## config.mk

```make
export PLATFORM = sky130hd
export DESIGN_NAME = spi_resp_frame
export DESIGN_NICKNAME = d
export VERILOG_FILES = /design/src/spi_resp_pkg.sv /design/src/pin_filter.sv /design/src/spi_resp_frame.sv
export SDC_FILE = /design/constraint.sdc
export NUM_CORES = 1
export LEC_CHECK = 0
export BUFFER_PORTS_ARGS = -buffer_cell sky130_fd_sc_hd__buf_2
export CORE_UTILIZATION = 58
export CTS_BUF_LIST = sky130_fd_sc_hd__clkbuf_4 sky130_fd_sc_hd__clkbuf_8 sky130_fd_sc_hd__clkbuf_16
export DETAILED_ROUTE_END_ITERATION = 6
export HOLD_SLACK_MARGIN = 0.03
export PLACE_DENSITY = 0.87
export REMOVE_ABC_BUFFERS = 1
export SLEW_MARGIN = 10
export SYNTH_ARGS = -nofsm -noshare
export SYNTH_HDL_FRONTEND = slang
export SYNTH_SLANG_ARGS = --single-unit
```

## constraint.sdc

```tcl
create_clock -name ref_clk -period 5 [get_ports ref_clk]
set_input_delay 1 -clock ref_clk [delete_from_list [all_inputs] [get_ports ref_clk]]
set_output_delay 1 -clock ref_clk [all_outputs]
set_load 0.03 [all_outputs]
```

## src/spi_resp_pkg.sv

```systemverilog
package spi_resp_pkg;
  localparam int          FRAME_BITS    = 32;
  localparam logic [5:0]  FRAME_CNT     = 6'h20;
  localparam logic [5:0]  ADDR_DONE_CNT = 6'h0F;
  localparam logic [3:0]  CMD_NONE      = 4'h0;
  localparam logic [3:0]  CMD_REG_READ  = 4'hC;
  localparam logic [3:0]  ECHO_REG_READ = 4'h6;
  localparam logic [1:0]  ST_ERROR      = 2'h3;
  localparam int          CMD_MSB       = 31;
  localparam int          CMD_LSB       = 28;
  localparam int          ADDR_MSB      = 23;
  localparam int          ADDR_LSB      = 17;
  localparam logic [7:0]  CRC_POLY      = 8'h2F;
  localparam logic [7:0]  CRC_SEED      = 8'hFF;
  localparam logic [31:0] RESP_RESET    = 32'h0000_0000;

  // CRC over the 24 upper reply bits, MSB first
  function automatic logic [7:0] crc8(input logic [23:0] data);
    logic [7:0] c;
    c = CRC_SEED;
    for (int i = 23; i >= 0; i--) begin
      c = (c[7] ^ data[i]) ? ({c[6:0], 1'b0} ^ CRC_POLY) : {c[6:0], 1'b0};
    end
    return c;
  endfunction
endpackage

```

## src/pin_filter.sv

```systemverilog
`timescale 1ns/1ps
module pin_filter #(
  parameter int W = 3
) (
  // Clock and reset
  input  wire logic         ref_clk,
  input  wire logic         rst_n,
  // Pins in, filtered levels out
  input  wire logic [W-1:0] pin_in,
  output logic      [W-1:0] level
);
  logic [W-1:0] s1_reg, s2_reg, s3_reg, level_reg;
  logic [W-1:0] level_next;

  // A change counts only once the second and third stage agree
  always_comb begin
    level_next = level_reg;
    for (int i = 0; i < W; i++) begin
      if (s2_reg[i] == s3_reg[i]) begin
        level_next[i] = s3_reg[i];
      end
    end
  end

  always_ff @(posedge ref_clk) begin
    if (!rst_n) begin
      s1_reg    <= '0;
      s2_reg    <= '0;
      s3_reg    <= '0;
      level_reg <= '0;
    end else begin
      s1_reg    <= pin_in;
      s2_reg    <= s1_reg;
      s3_reg    <= s2_reg;
      level_reg <= level_next;
    end
  end

  assign level = level_reg;
endmodule // pin_filter

```

## src/spi_resp_frame.sv

```systemverilog
`timescale 1ns/1ps
module spi_resp_frame
  import spi_resp_pkg::*;
(
  // Clock and reset
  input  wire logic        ref_clk,
  input  wire logic        rst_n,
  // Link pins
  input  wire logic        sclk,
  input  wire logic        ss_n,
  input  wire logic        mosi,
  output logic             miso_o,
  output logic             miso_oe,
  // Register map read port
  output logic [6:0]       register_word_address,
  input  wire logic [15:0] reg_rd_data,
  // Sensor data and status
  input  wire logic        sample_avail,
  input  wire logic [11:0] sample_value_field,
  input  wire logic [3:0]  sample_res,
  input  wire logic [1:0]  basic_status_field,
  input  wire logic [1:0]  detailed_status_field,
  // Error flags for the current frame
  input  wire logic        spi_error,
  input  wire logic        miso_error,
  // Received command
  output logic [31:0]      cmd_word,
  output logic             cmd_valid
);
  typedef enum logic [0:0] {IDLE, SHIFT} frame_state_e;

  logic [2:0]   pins;
  logic         sclk_f, ss_f, mosi_f;
  logic         sclk_d_reg, ss_d_reg;
  frame_state_e state_reg, state_next;
  logic [5:0]   cnt_reg, cnt_next;
  logic [31:0]  rx_reg, rx_next;
  logic [31:0]  tx_reg, tx_next;
  logic [31:0]  resp_reg, resp_next;
  logic [6:0]   addr_reg, addr_next;
  logic         miso_reg, miso_next;
  logic         oe_reg, oe_next;
  logic [31:0]  cmdw_reg, cmdw_next;
  logic         cmdv_reg, cmdv_next;
  logic         sclk_rise, sclk_fall, ss_fall, ss_rise;
  logic         frame_end, frame_err;
  logic [3:0]   cmd;
  logic [23:0]  body;

  // Select enters inverted so the zero reset of the filter reads as deselected,
  // otherwise a false select fall would follow every reset
  pin_filter #(.W(3)) u_pins (
    .ref_clk (ref_clk),
    .rst_n   (rst_n),
    .pin_in  ({sclk, ~ss_n, mosi}),
    .level   (pins)
  );
  assign sclk_f = pins[2];
  assign ss_f   = ~pins[1];
  assign mosi_f = pins[0];

  // Select is active low; clock idles low so edges only count inside a frame
  assign sclk_rise = sclk_f & ~sclk_d_reg & (state_reg == SHIFT);
  assign sclk_fall = ~sclk_f & sclk_d_reg & (state_reg == SHIFT);
  assign ss_fall   = ~ss_f & ss_d_reg;
  assign ss_rise   = ss_f & ~ss_d_reg & (state_reg == SHIFT);
  assign frame_end = ss_rise;
  assign cmd       = rx_reg[CMD_MSB:CMD_LSB];
  // A short or long frame counts as a protocol error
  assign frame_err = spi_error | miso_error | (cnt_reg != FRAME_CNT);

  always_comb begin
    body      = '0;
    resp_next = resp_reg;
    if (frame_end) begin
      if (cmd == CMD_REG_READ) begin
        if (frame_err) begin
          body = {ECHO_REG_READ, ST_ERROR, 16'h0000, detailed_status_field};
        end else begin
          // Register data captured right at the select rise
          body = {ECHO_REG_READ, basic_status_field, 2'b00, reg_rd_data};
        end
      end else if (cmd[0] && sample_avail) begin
        body = {cmd[0], cmd[3:1], frame_err ? ST_ERROR : basic_status_field,
                sample_value_field, sample_res, detailed_status_field};
      end else begin
        // Zero command, writes and reserved codes get the no-data error reply
        body = {CMD_NONE, ST_ERROR, 16'h0000, detailed_status_field};
      end
      resp_next = {body, crc8(body)};
    end
  end

  always_comb begin
    state_next = state_reg;
    cnt_next   = cnt_reg;
    rx_next    = rx_reg;
    tx_next    = tx_reg;
    addr_next  = addr_reg;
    miso_next  = miso_reg;
    oe_next    = oe_reg;
    cmdw_next  = cmdw_reg;
    cmdv_next  = 1'b0;
    case (state_reg)
      IDLE: begin
        if (ss_fall) begin
          // Reply prepared last frame goes out now
          state_next = SHIFT;
          cnt_next   = '0;
          tx_next    = resp_reg;
          miso_next  = resp_reg[FRAME_BITS-1];
          oe_next    = 1'b1;
        end
      end
      SHIFT: begin
        if (ss_rise) begin
          state_next = IDLE;
          oe_next    = 1'b0;
          miso_next  = 1'b0;
          cmdw_next  = rx_reg;
          cmdv_next  = (cnt_reg == FRAME_CNT);
        end else begin
          if (sclk_rise) begin
            rx_next  = {rx_reg[30:0], mosi_f};
            // Stops one past a full frame so a long frame still reads as bad
            cnt_next = (cnt_reg > FRAME_CNT) ? cnt_reg : cnt_reg + 6'h01;
            // Address settles mid-frame so the register port is stable by the select rise
            if (cnt_reg == ADDR_DONE_CNT - 6'h01) begin
              addr_next = rx_next[6:0];
            end
          end
          if (sclk_fall) begin
            tx_next   = {tx_reg[30:0], 1'b0};
            miso_next = tx_reg[30];
          end
        end
      end
      default: begin
        state_next = IDLE;
      end
    endcase
  end

  always_ff @(posedge ref_clk) begin
    if (!rst_n) begin
      state_reg  <= IDLE;
      cnt_reg    <= '0;
      rx_reg     <= '0;
      tx_reg     <= '0;
      resp_reg   <= RESP_RESET;
      addr_reg   <= '0;
      miso_reg   <= 1'b0;
      oe_reg     <= 1'b0;
      cmdw_reg   <= '0;
      cmdv_reg   <= 1'b0;
      sclk_d_reg <= 1'b0;
      ss_d_reg   <= 1'b1;
    end else begin
      state_reg  <= state_next;
      cnt_reg    <= cnt_next;
      rx_reg     <= rx_next;
      tx_reg     <= tx_next;
      resp_reg   <= resp_next;
      addr_reg   <= addr_next;
      miso_reg   <= miso_next;
      oe_reg     <= oe_next;
      cmdw_reg   <= cmdw_next;
      cmdv_reg   <= cmdv_next;
      sclk_d_reg <= sclk_f;
      ss_d_reg   <= ss_f;
    end
  end

  assign miso_o                = miso_reg;
  assign miso_oe               = oe_reg;
  assign register_word_address = addr_reg;
  assign cmd_word              = cmdw_reg;
  assign cmd_valid             = cmdv_reg;

  chk_word_addr: assert property (@(posedge ref_clk) disable iff (!rst_n)
    frame_end && cnt_reg == FRAME_CNT |-> addr_reg == rx_reg[ADDR_MSB:ADDR_LSB])
    else $error("word address does not match received bits 23:17");
  chk_next_frame: assert property (@(posedge ref_clk) disable iff (!rst_n)
    state_reg == IDLE && ss_fall |=> tx_reg == $past(resp_reg) && oe_reg)
    else $error("reply not loaded at frame start");
  chk_err_spi: assert property (@(posedge ref_clk) disable iff (!rst_n)
    frame_end && cmd == CMD_REG_READ && spi_error |=> resp_reg[27:26] == ST_ERROR)
    else $error("protocol error not reported");
  chk_err_miso: assert property (@(posedge ref_clk) disable iff (!rst_n)
    frame_end && cmd == CMD_REG_READ && miso_error |=> resp_reg[27:26] == ST_ERROR)
    else $error("output mismatch not reported");
  chk_err_body: assert property (@(posedge ref_clk) disable iff (!rst_n)
    frame_end && frame_err && cmd == CMD_REG_READ
    |=> resp_reg[25:10] == 16'h0000 && resp_reg[9:8] == $past(detailed_status_field))
    else $error("error reply body wrong");
  chk_capture: assert property (@(posedge ref_clk) disable iff (!rst_n)
    frame_end && !frame_err && cmd == CMD_REG_READ
    |=> resp_reg[23:8] == $past(reg_rd_data) && resp_reg[25:24] == 2'b00)
    else $error("register data not captured at select rise");
  chk_read_echo: assert property (@(posedge ref_clk) disable iff (!rst_n)
    frame_end && cmd == CMD_REG_READ |=> resp_reg[31:28] == ECHO_REG_READ)
    else $error("read echo code wrong");
  chk_reply_crc: assert property (@(posedge ref_clk) disable iff (!rst_n)
    frame_end |=> resp_reg[7:0] == crc8(resp_reg[31:8]))
    else $error("reply CRC wrong");
  chk_sample_fail: assert property (@(posedge ref_clk) disable iff (!rst_n)
    frame_end && frame_err && cmd[0] && sample_avail
    |=> resp_reg[27:26] == ST_ERROR && resp_reg[25:14] == $past(sample_value_field))
    else $error("failed sensor reply lost its sample");
  chk_no_sample: assert property (@(posedge ref_clk) disable iff (!rst_n)
    frame_end && cmd[0] && !sample_avail |=> resp_reg[31:10] == {CMD_NONE, ST_ERROR, 16'h0})
    else $error("no-sample reply not zeroed");
  chk_msb_first: assert property (@(posedge ref_clk) disable iff (!rst_n)
    state_reg == SHIFT && sclk_fall && !ss_rise |=> miso_reg == $past(tx_reg[30]))
    else $error("output bit order wrong");
  chk_length_err: assert property (@(posedge ref_clk) disable iff (!rst_n)
    frame_end && cnt_reg != FRAME_CNT |=> !cmd_valid && resp_reg[27:26] == ST_ERROR)
    else $error("bad frame length not flagged");
  chk_sensor_reply: assert property (@(posedge ref_clk) disable iff (!rst_n)
    frame_end && !frame_err && cmd[0] && sample_avail
    |=> resp_reg[31] == $past(cmd[0]) && resp_reg[30:28] == $past(cmd[3:1])
        && resp_reg[27:26] == $past(basic_status_field)
        && resp_reg[9:8] == $past(detailed_status_field))
    else $error("sensor reply fields wrong");
  chk_idle_release: assert property (@(posedge ref_clk) disable iff (!rst_n)
    state_reg == IDLE |-> !miso_oe)
    else $error("output driven outside a frame");
endmodule // spi_resp_frame

```

### Yosys cells after proc, flatten, opt, wreduce, memory -nomap -nowiden

Index checks and enable logic that the tools add are counted.
Widths: inputs -> output; s select.

| cells by class | value |
|---|---|
| add/subtract/negate cells | 1 |
| order comparisons | 1 |
| equal/unequal tests | 14 |
| muxes and demuxes | 48 |
| bitwise operators | 62 |
| reductions and logical operators | 9 |

Operator list:

| kind | count |
|---|---|
| $mux 6 | 28 |
| $not 5->5 | 23 |
| $mux 31 | 3 |
| $mux 24 | 3 |
| $pmux 31 s2 | 1 |
| $xor 1x1->1 | 21 |
| $mux 20 | 1 |
| $pmux 6 s2 | 1 |
| $reduce_and 3->1 | 3 |
| $reduce_and 4->1 | 2 |
| $and 1x1->1 | 7 |
| $mux 1 | 7 |
| $not 1->1 | 7 |
| $add 6x1->6 const B | 1 |
| $eq 6x4->1 const B | 1 |
| $eq 6x6->1 const B | 1 |
| $gt 6x6->1 const B | 1 |
| $ne 2x1->1 const B | 3 |
| $ne 2x2->1 const B | 3 |
| $ne 6x6->1 const B | 1 |
| $pmux 1 s2 | 3 |
| $reduce_and 2->1 | 3 |
| $eq 4x4->1 const B | 1 |
| $eq 1x1->1 | 3 |
| 5 further kinds | 7 |

| word-level totals | value |
|---|---|
| bits in registers | 158 |
| input port bits | 44 |
| output and inout port bits | 42 |
| word-level logic and storage cells | 153 |

### Logic depth before layout (Yosys ltp)

| logic depth | value |
|---|---|
| depth after elaboration | 53 |
| depth in mapped cells | 12 |
| mapped depth without buffers | 11 |

### Cells and area by module

From an unflattened synthesis, not the netlist that was laid out.

| unflattened totals | value |
|---|---|
| cells, all modules | 699 |
| area total of the unflattened synthesis | 6,920.4 sq um |

By module, submodules not included:

| module | times used | cells an instance | area each (sq um) | sequential area each (sq um) |
|---|---|---|---|---|
| spi_resp_frame | 1 | 668 | 6,552.5 | 2,922.8 |
| pin_filter | 1 | 31 | 367.9 | 240.2 |

### Worst setup path before layout

Ideal clock, no wire load.

| path | value |
|---|---|
| kind | input -> register |
| start point | input miso_error |
| end point | register resp_reg[2] |
| setup time | 0.117 ns |
| arrival | 3.656 ns |
| required time | 4.883 ns |
| path slack | 1.227 ns |
| stages | 8 |
| path buffers | 0 |
| cells stage by stage | or3_4 > nor3_4 > mux2i_1 > xor3_1 > xor2_1 > xnor3_2 > xnor3_1 > a22o_1 |

| on the way | value |
|---|---|
| longest elaborated chain between the ends | 34 |
| elaborated cells on any way between the ends | 64 |
| classes of those cells | mux (25); bitwise (39) |

RTL lines:

| what | RTL line | text |
|---|---|---|
| start: declaration | spi_resp_frame.sv:25 | `input wire logic miso_error,` |
| $or 1x1->1 (*) (2 in a row) | spi_resp_frame.sv:70 | `assign frame_err = spi_error \| miso_error \| (cnt_reg != FRAME_CNT);` |
| $mux 2 | spi_resp_frame.sv:84 | `body = {cmd[0], cmd[3:1], frame_err ? ST_ERROR : basic_status_field,` |
| $mux 24 | spi_resp_frame.sv:83 | `end else if (cmd[0] && sample_avail) begin` |
| $mux 24 (*) | spi_resp_frame.sv:76 | `if (cmd == CMD_REG_READ) begin` |
| $mux 24 (*) | spi_resp_frame.sv:75 | `if (frame_end) begin` |
| $xor 1x1->1 | spi_resp_pkg.sv:22 | `c = (c[7] ^ data[i]) ? ({c[6:0], 1'b0} ^ CRC_POLY) : {c[6:0], 1'b0};` |
| $mux 6 | spi_resp_pkg.sv:22 |  |
| $not 5->5 (no line) | - |  |
| [... 17 more ...] | - |  |
| $not 5->5 (no line) | - |  |
| $mux 6 | spi_resp_pkg.sv:22 |  |
| $xor 1x1->1 | spi_resp_pkg.sv:22 |  |
| $mux 6 | spi_resp_pkg.sv:22 |  |
| $not 5->5 (no line) | - |  |
| $mux 6 | spi_resp_pkg.sv:22 |  |
| $not 5->5 (no line) | - |  |
| $mux 6 (*) | spi_resp_pkg.sv:22 |  |
| end signal: assignment | spi_resp_frame.sv:163 | `resp_reg <= resp_next;` |
| end: declaration | spi_resp_frame.sv:39 | `logic [31:0] resp_reg, resp_next;` |

Mark *: on every way between the ends. The rest lies on a longest branch, timed or not. The select of a mux whose other input is x is not followed.
A chain may end at the register's enable or synchronous reset.

### Final worst setup path

Same ends and word-level chain as after synthesis.

==> impl_metrics.ini <==
[synthesis]
syn_avg_cell_area_um2 = 9.936
synth.top_cells.by_count = dfxtp_1, nand2_1, a22o_1, mux2i_1, a21boi_0
synth_top_area_share_pct = 45.87
synthesis.yosys.warnings = 0
synth_seq_area_share_pct = 45.87
synth_top_cell_by_area = dfxtp_1
synth.cell_area_um2 = 6895
post_synth_main_area_contributors = dfxtp_1, nand2_1, a22o_1
synth_enable_flop_cells = 0
synth_cells = 694
async_flop_share_pct = 0
yosysMostFrequentCell = dfxtp_1
ys_dominant_reg_cell = dfxtp_1
yosys_register_bits = 158
ys_types = 45

[drt]
antenna_violating_nets_post_route = 0
detail_route.wl_per_cell_um = 16.25
route.vias.total = 5308
drt-total-wl_um = 14820
initialDrtViolationCount = 361
vias_per_cell = 5.820
detail_route.first_pass.iterations = 7
drc_errors = 14

[layout]
postLayoutCoreUtil_pct = 69.69
area_growth_pct = 16.39
fillers = 871
drive_gt1_share_pct = 17.69
antenna_cells = 0
final_net_count = 803

[setup_path]
worstSetupPathType = input pin to flip-flop
regToRegSetupSlack_ns = 1.18
critPathLaunchType = input pin
cp_data_arrival_time_ns = 4.21
critical_path.endpoint_type = flip-flop
r2r-start = cnt_reg[0]
cp_data_required_time_ns = 5.32
worst-path-max-fanout = 14
r2r-end = resp_reg[2]
reg2regPathDepth = 12

[cts]
clk_transition_reported_paths_ns = 0.06
cts_root_buffer = clkbuf_16
clock_tree.htree_level_count = 4
cts.sink_count = 158
clk_path_buf_depth = 2
cts.hold.buffers_added = 0
clk-insertion-delay-late_ns = 0.43
cts_inserted_buffers = 17
post_cts_resize_count = 0
clock_tree_from_tritoncts = built
cts_post_setup_buffers_inserted = 0

[power]
clock_power_share_pct = 51.1
powerDensity_nw_per_um2 = 341.5
power_switching_mw = 0.5851
seq_power_share_pct = 46.1
total_leakage_power_nw = 3.522
power.switching_fraction_pct = 21.35
p_int_mw = 2.156
ir_worst_vdd_v = 0.0002556
totalPowerFinal_mw = 2.741
p_comb_share_pct = 2.8

[timing]
timing.final.setup_violations = 0
maxClockFrequency_ghz = 0.2570
setup_repair_after_global_routing_missed_its_margin = false
shortest_clock_period_the_worst_path_allows_after_layout_ns = 3.891
timing_max_transition_violations_final = 0
finalHoldWorstSlack_ns = 0.4316
final_critical_path_setup_slack_ns = 1.109
final.setup_skew_ns = 0.006531
number_of_hold_slack_violations_in_the_final_timing_report = 0
slew_headroom_pct = 23.08
finalSetupTns_ns = 0
finalCritPeriodShare_pct = 77.81
worst_pin_slew_ns = 1.154

[min_path]
hold-path-endpoint = u_pins.s2_reg[2]
min-delay-start = u_pins.s1_reg[2]
hold_path.class = flip-flop to flip-flop
hold_depth = 1

[floorplanning]
fp-row-count = 39
floorplan.die.width_um = 111.0
die_h_um = 111.0
fp.coreArea_um2 = 11520
pin_count = 86
die_area_um2 = 12330
initial_core_util_pct = 59.88

[global_routing]
number_of_antenna_violations_at_the_first_check_in_global_routing = 0
grt-ovfl-total = 0
grt_pass1_vias = 5143
grt_pass1_wl_um = 24570
largest_net_degree_at_the_start_of_global_routing = 72
grt_use_total_pct = 25.01

[placed_design]
place_worst_setup_slack_ns = 0.6874
gp_congestion = 0.9205
dpl.hpwl_um = 9726
port-buffer-count = 85

[run_status]
violations = design-rule violations
status = finished, violations left

[flow_run]
cap_viol_max_count = 0
==> metal layers <==
metal / share of wire, % / wire length (µm) / up-vias / global-route usage [%]
li1: - / - / 2546 / -
met1: 43 / 6394 / 2545 / 30.86
met2: 48 / 7113 / 194 / 41.51
met3: 7.0 / 1043 / 23 / 6.780
met4: 1.8 / 272 / 0 / 10.09
met5: 0 / 0 / - / 0
==> power by group through the flow <==
stage,Combinational (mW),Clock (mW),Sequential [mW]
after floorplan,0.0339,0,1.29
after global placement,0.0738,0,1.29
after detailed placement,0.0754,0,1.29
after CTS,0.0762,1.42,1.26
after global routing,0.0829,1.46,1.26
final,0.0764,1.40,1.26
==> stage by stage <==
stage	cells	instance area [µm²]
6_report	912	8025
5_1_grt	912	8025
4_1_cts	912	8025
3_5_place_dp	880	7381
3_3_place_gp	880	7381
2_1_floorplan	645	6699
==> critical path: stages <==
cell	delay, ns
buf_2	0.10
or3_4	0.39
nor3_4	0.36
buf_4	0.27
a22o_1	0.23
xor3_1	0.28
xnor2_1	0.29
xor3_1	0.42
xnor2_1	0.36
xnor3_1	0.30
a22o_1	0.19
==> kinds of logic (layout without fill, tap and decap cells) <==
group                      count (synthesis)  after routing  synth area share [%]
adders and majority gates                  3              3                0.5444
and+or+nand+nor                          203            203                 13.25
AOI/OAI and AO/OA                        178            178                 20.00
DFF                                      158            158                 45.87
buffers and inverters                     54            129                 3.121
xor gates and xnor gates                  56             56                 11.12
muxes                                     42             42                 6.097
==> cells in the final DEF, fill, tap and decap left out, drive strengths merged, types with 2 or more instances in the layout <==
cell / instances
xor3: 5
nand4bb: 2
xor2: 18
a21boi: 39
nor2: 12
clkbuf: 18
nor2b: 14
nand2b: 5
and2: 13
a21oi: 12
buf: 92
mux2i: 42
or3: 3
a21o: 2
clkinv: 2
xnor3: 12
o211a: 31
bufinv: 4
a22o: 50
a22oi: 7
clkinvlp: 3
nand2: 137
ha: 3
xnor2: 21
inv: 10
nand4: 2
dfxtp: 158
o21ai: 31
a31oi: 2
nor3: 10
nand3: 2
==> cell type report <==
cell class	instances	area, µm²	area share [%]
Multi-Input combinational cell	482	3541	44.12
Sequential cell	158	3164	39.43
Timing Repair Buffer	92	478.0	5.956
Clock buffer	18	439.2	5.472
Clock inverter	14	205.2	2.557
Tap cell	143	178.9	2.230
Inverter	5	18.77	0.2339
==> worst max-delay path by stage <==
stage                     startpoint          end  slack [ns]  cells past startpoint
final                     miso_error  resp_reg[2]        1.11                     11
after global routing      cnt_reg[0]  resp_reg[7]        0.86                     12
after CTS                 miso_error  resp_reg[2]        1.12                     11
after detailed placement  miso_error  resp_reg[2]        0.69                     11
after global placement    miso_error  resp_reg[6]        0.82                     11
after floorplan            state_reg   cnt_reg[4]        0.49                      7
No activity file was read; power rests on OpenSTA's default activity.
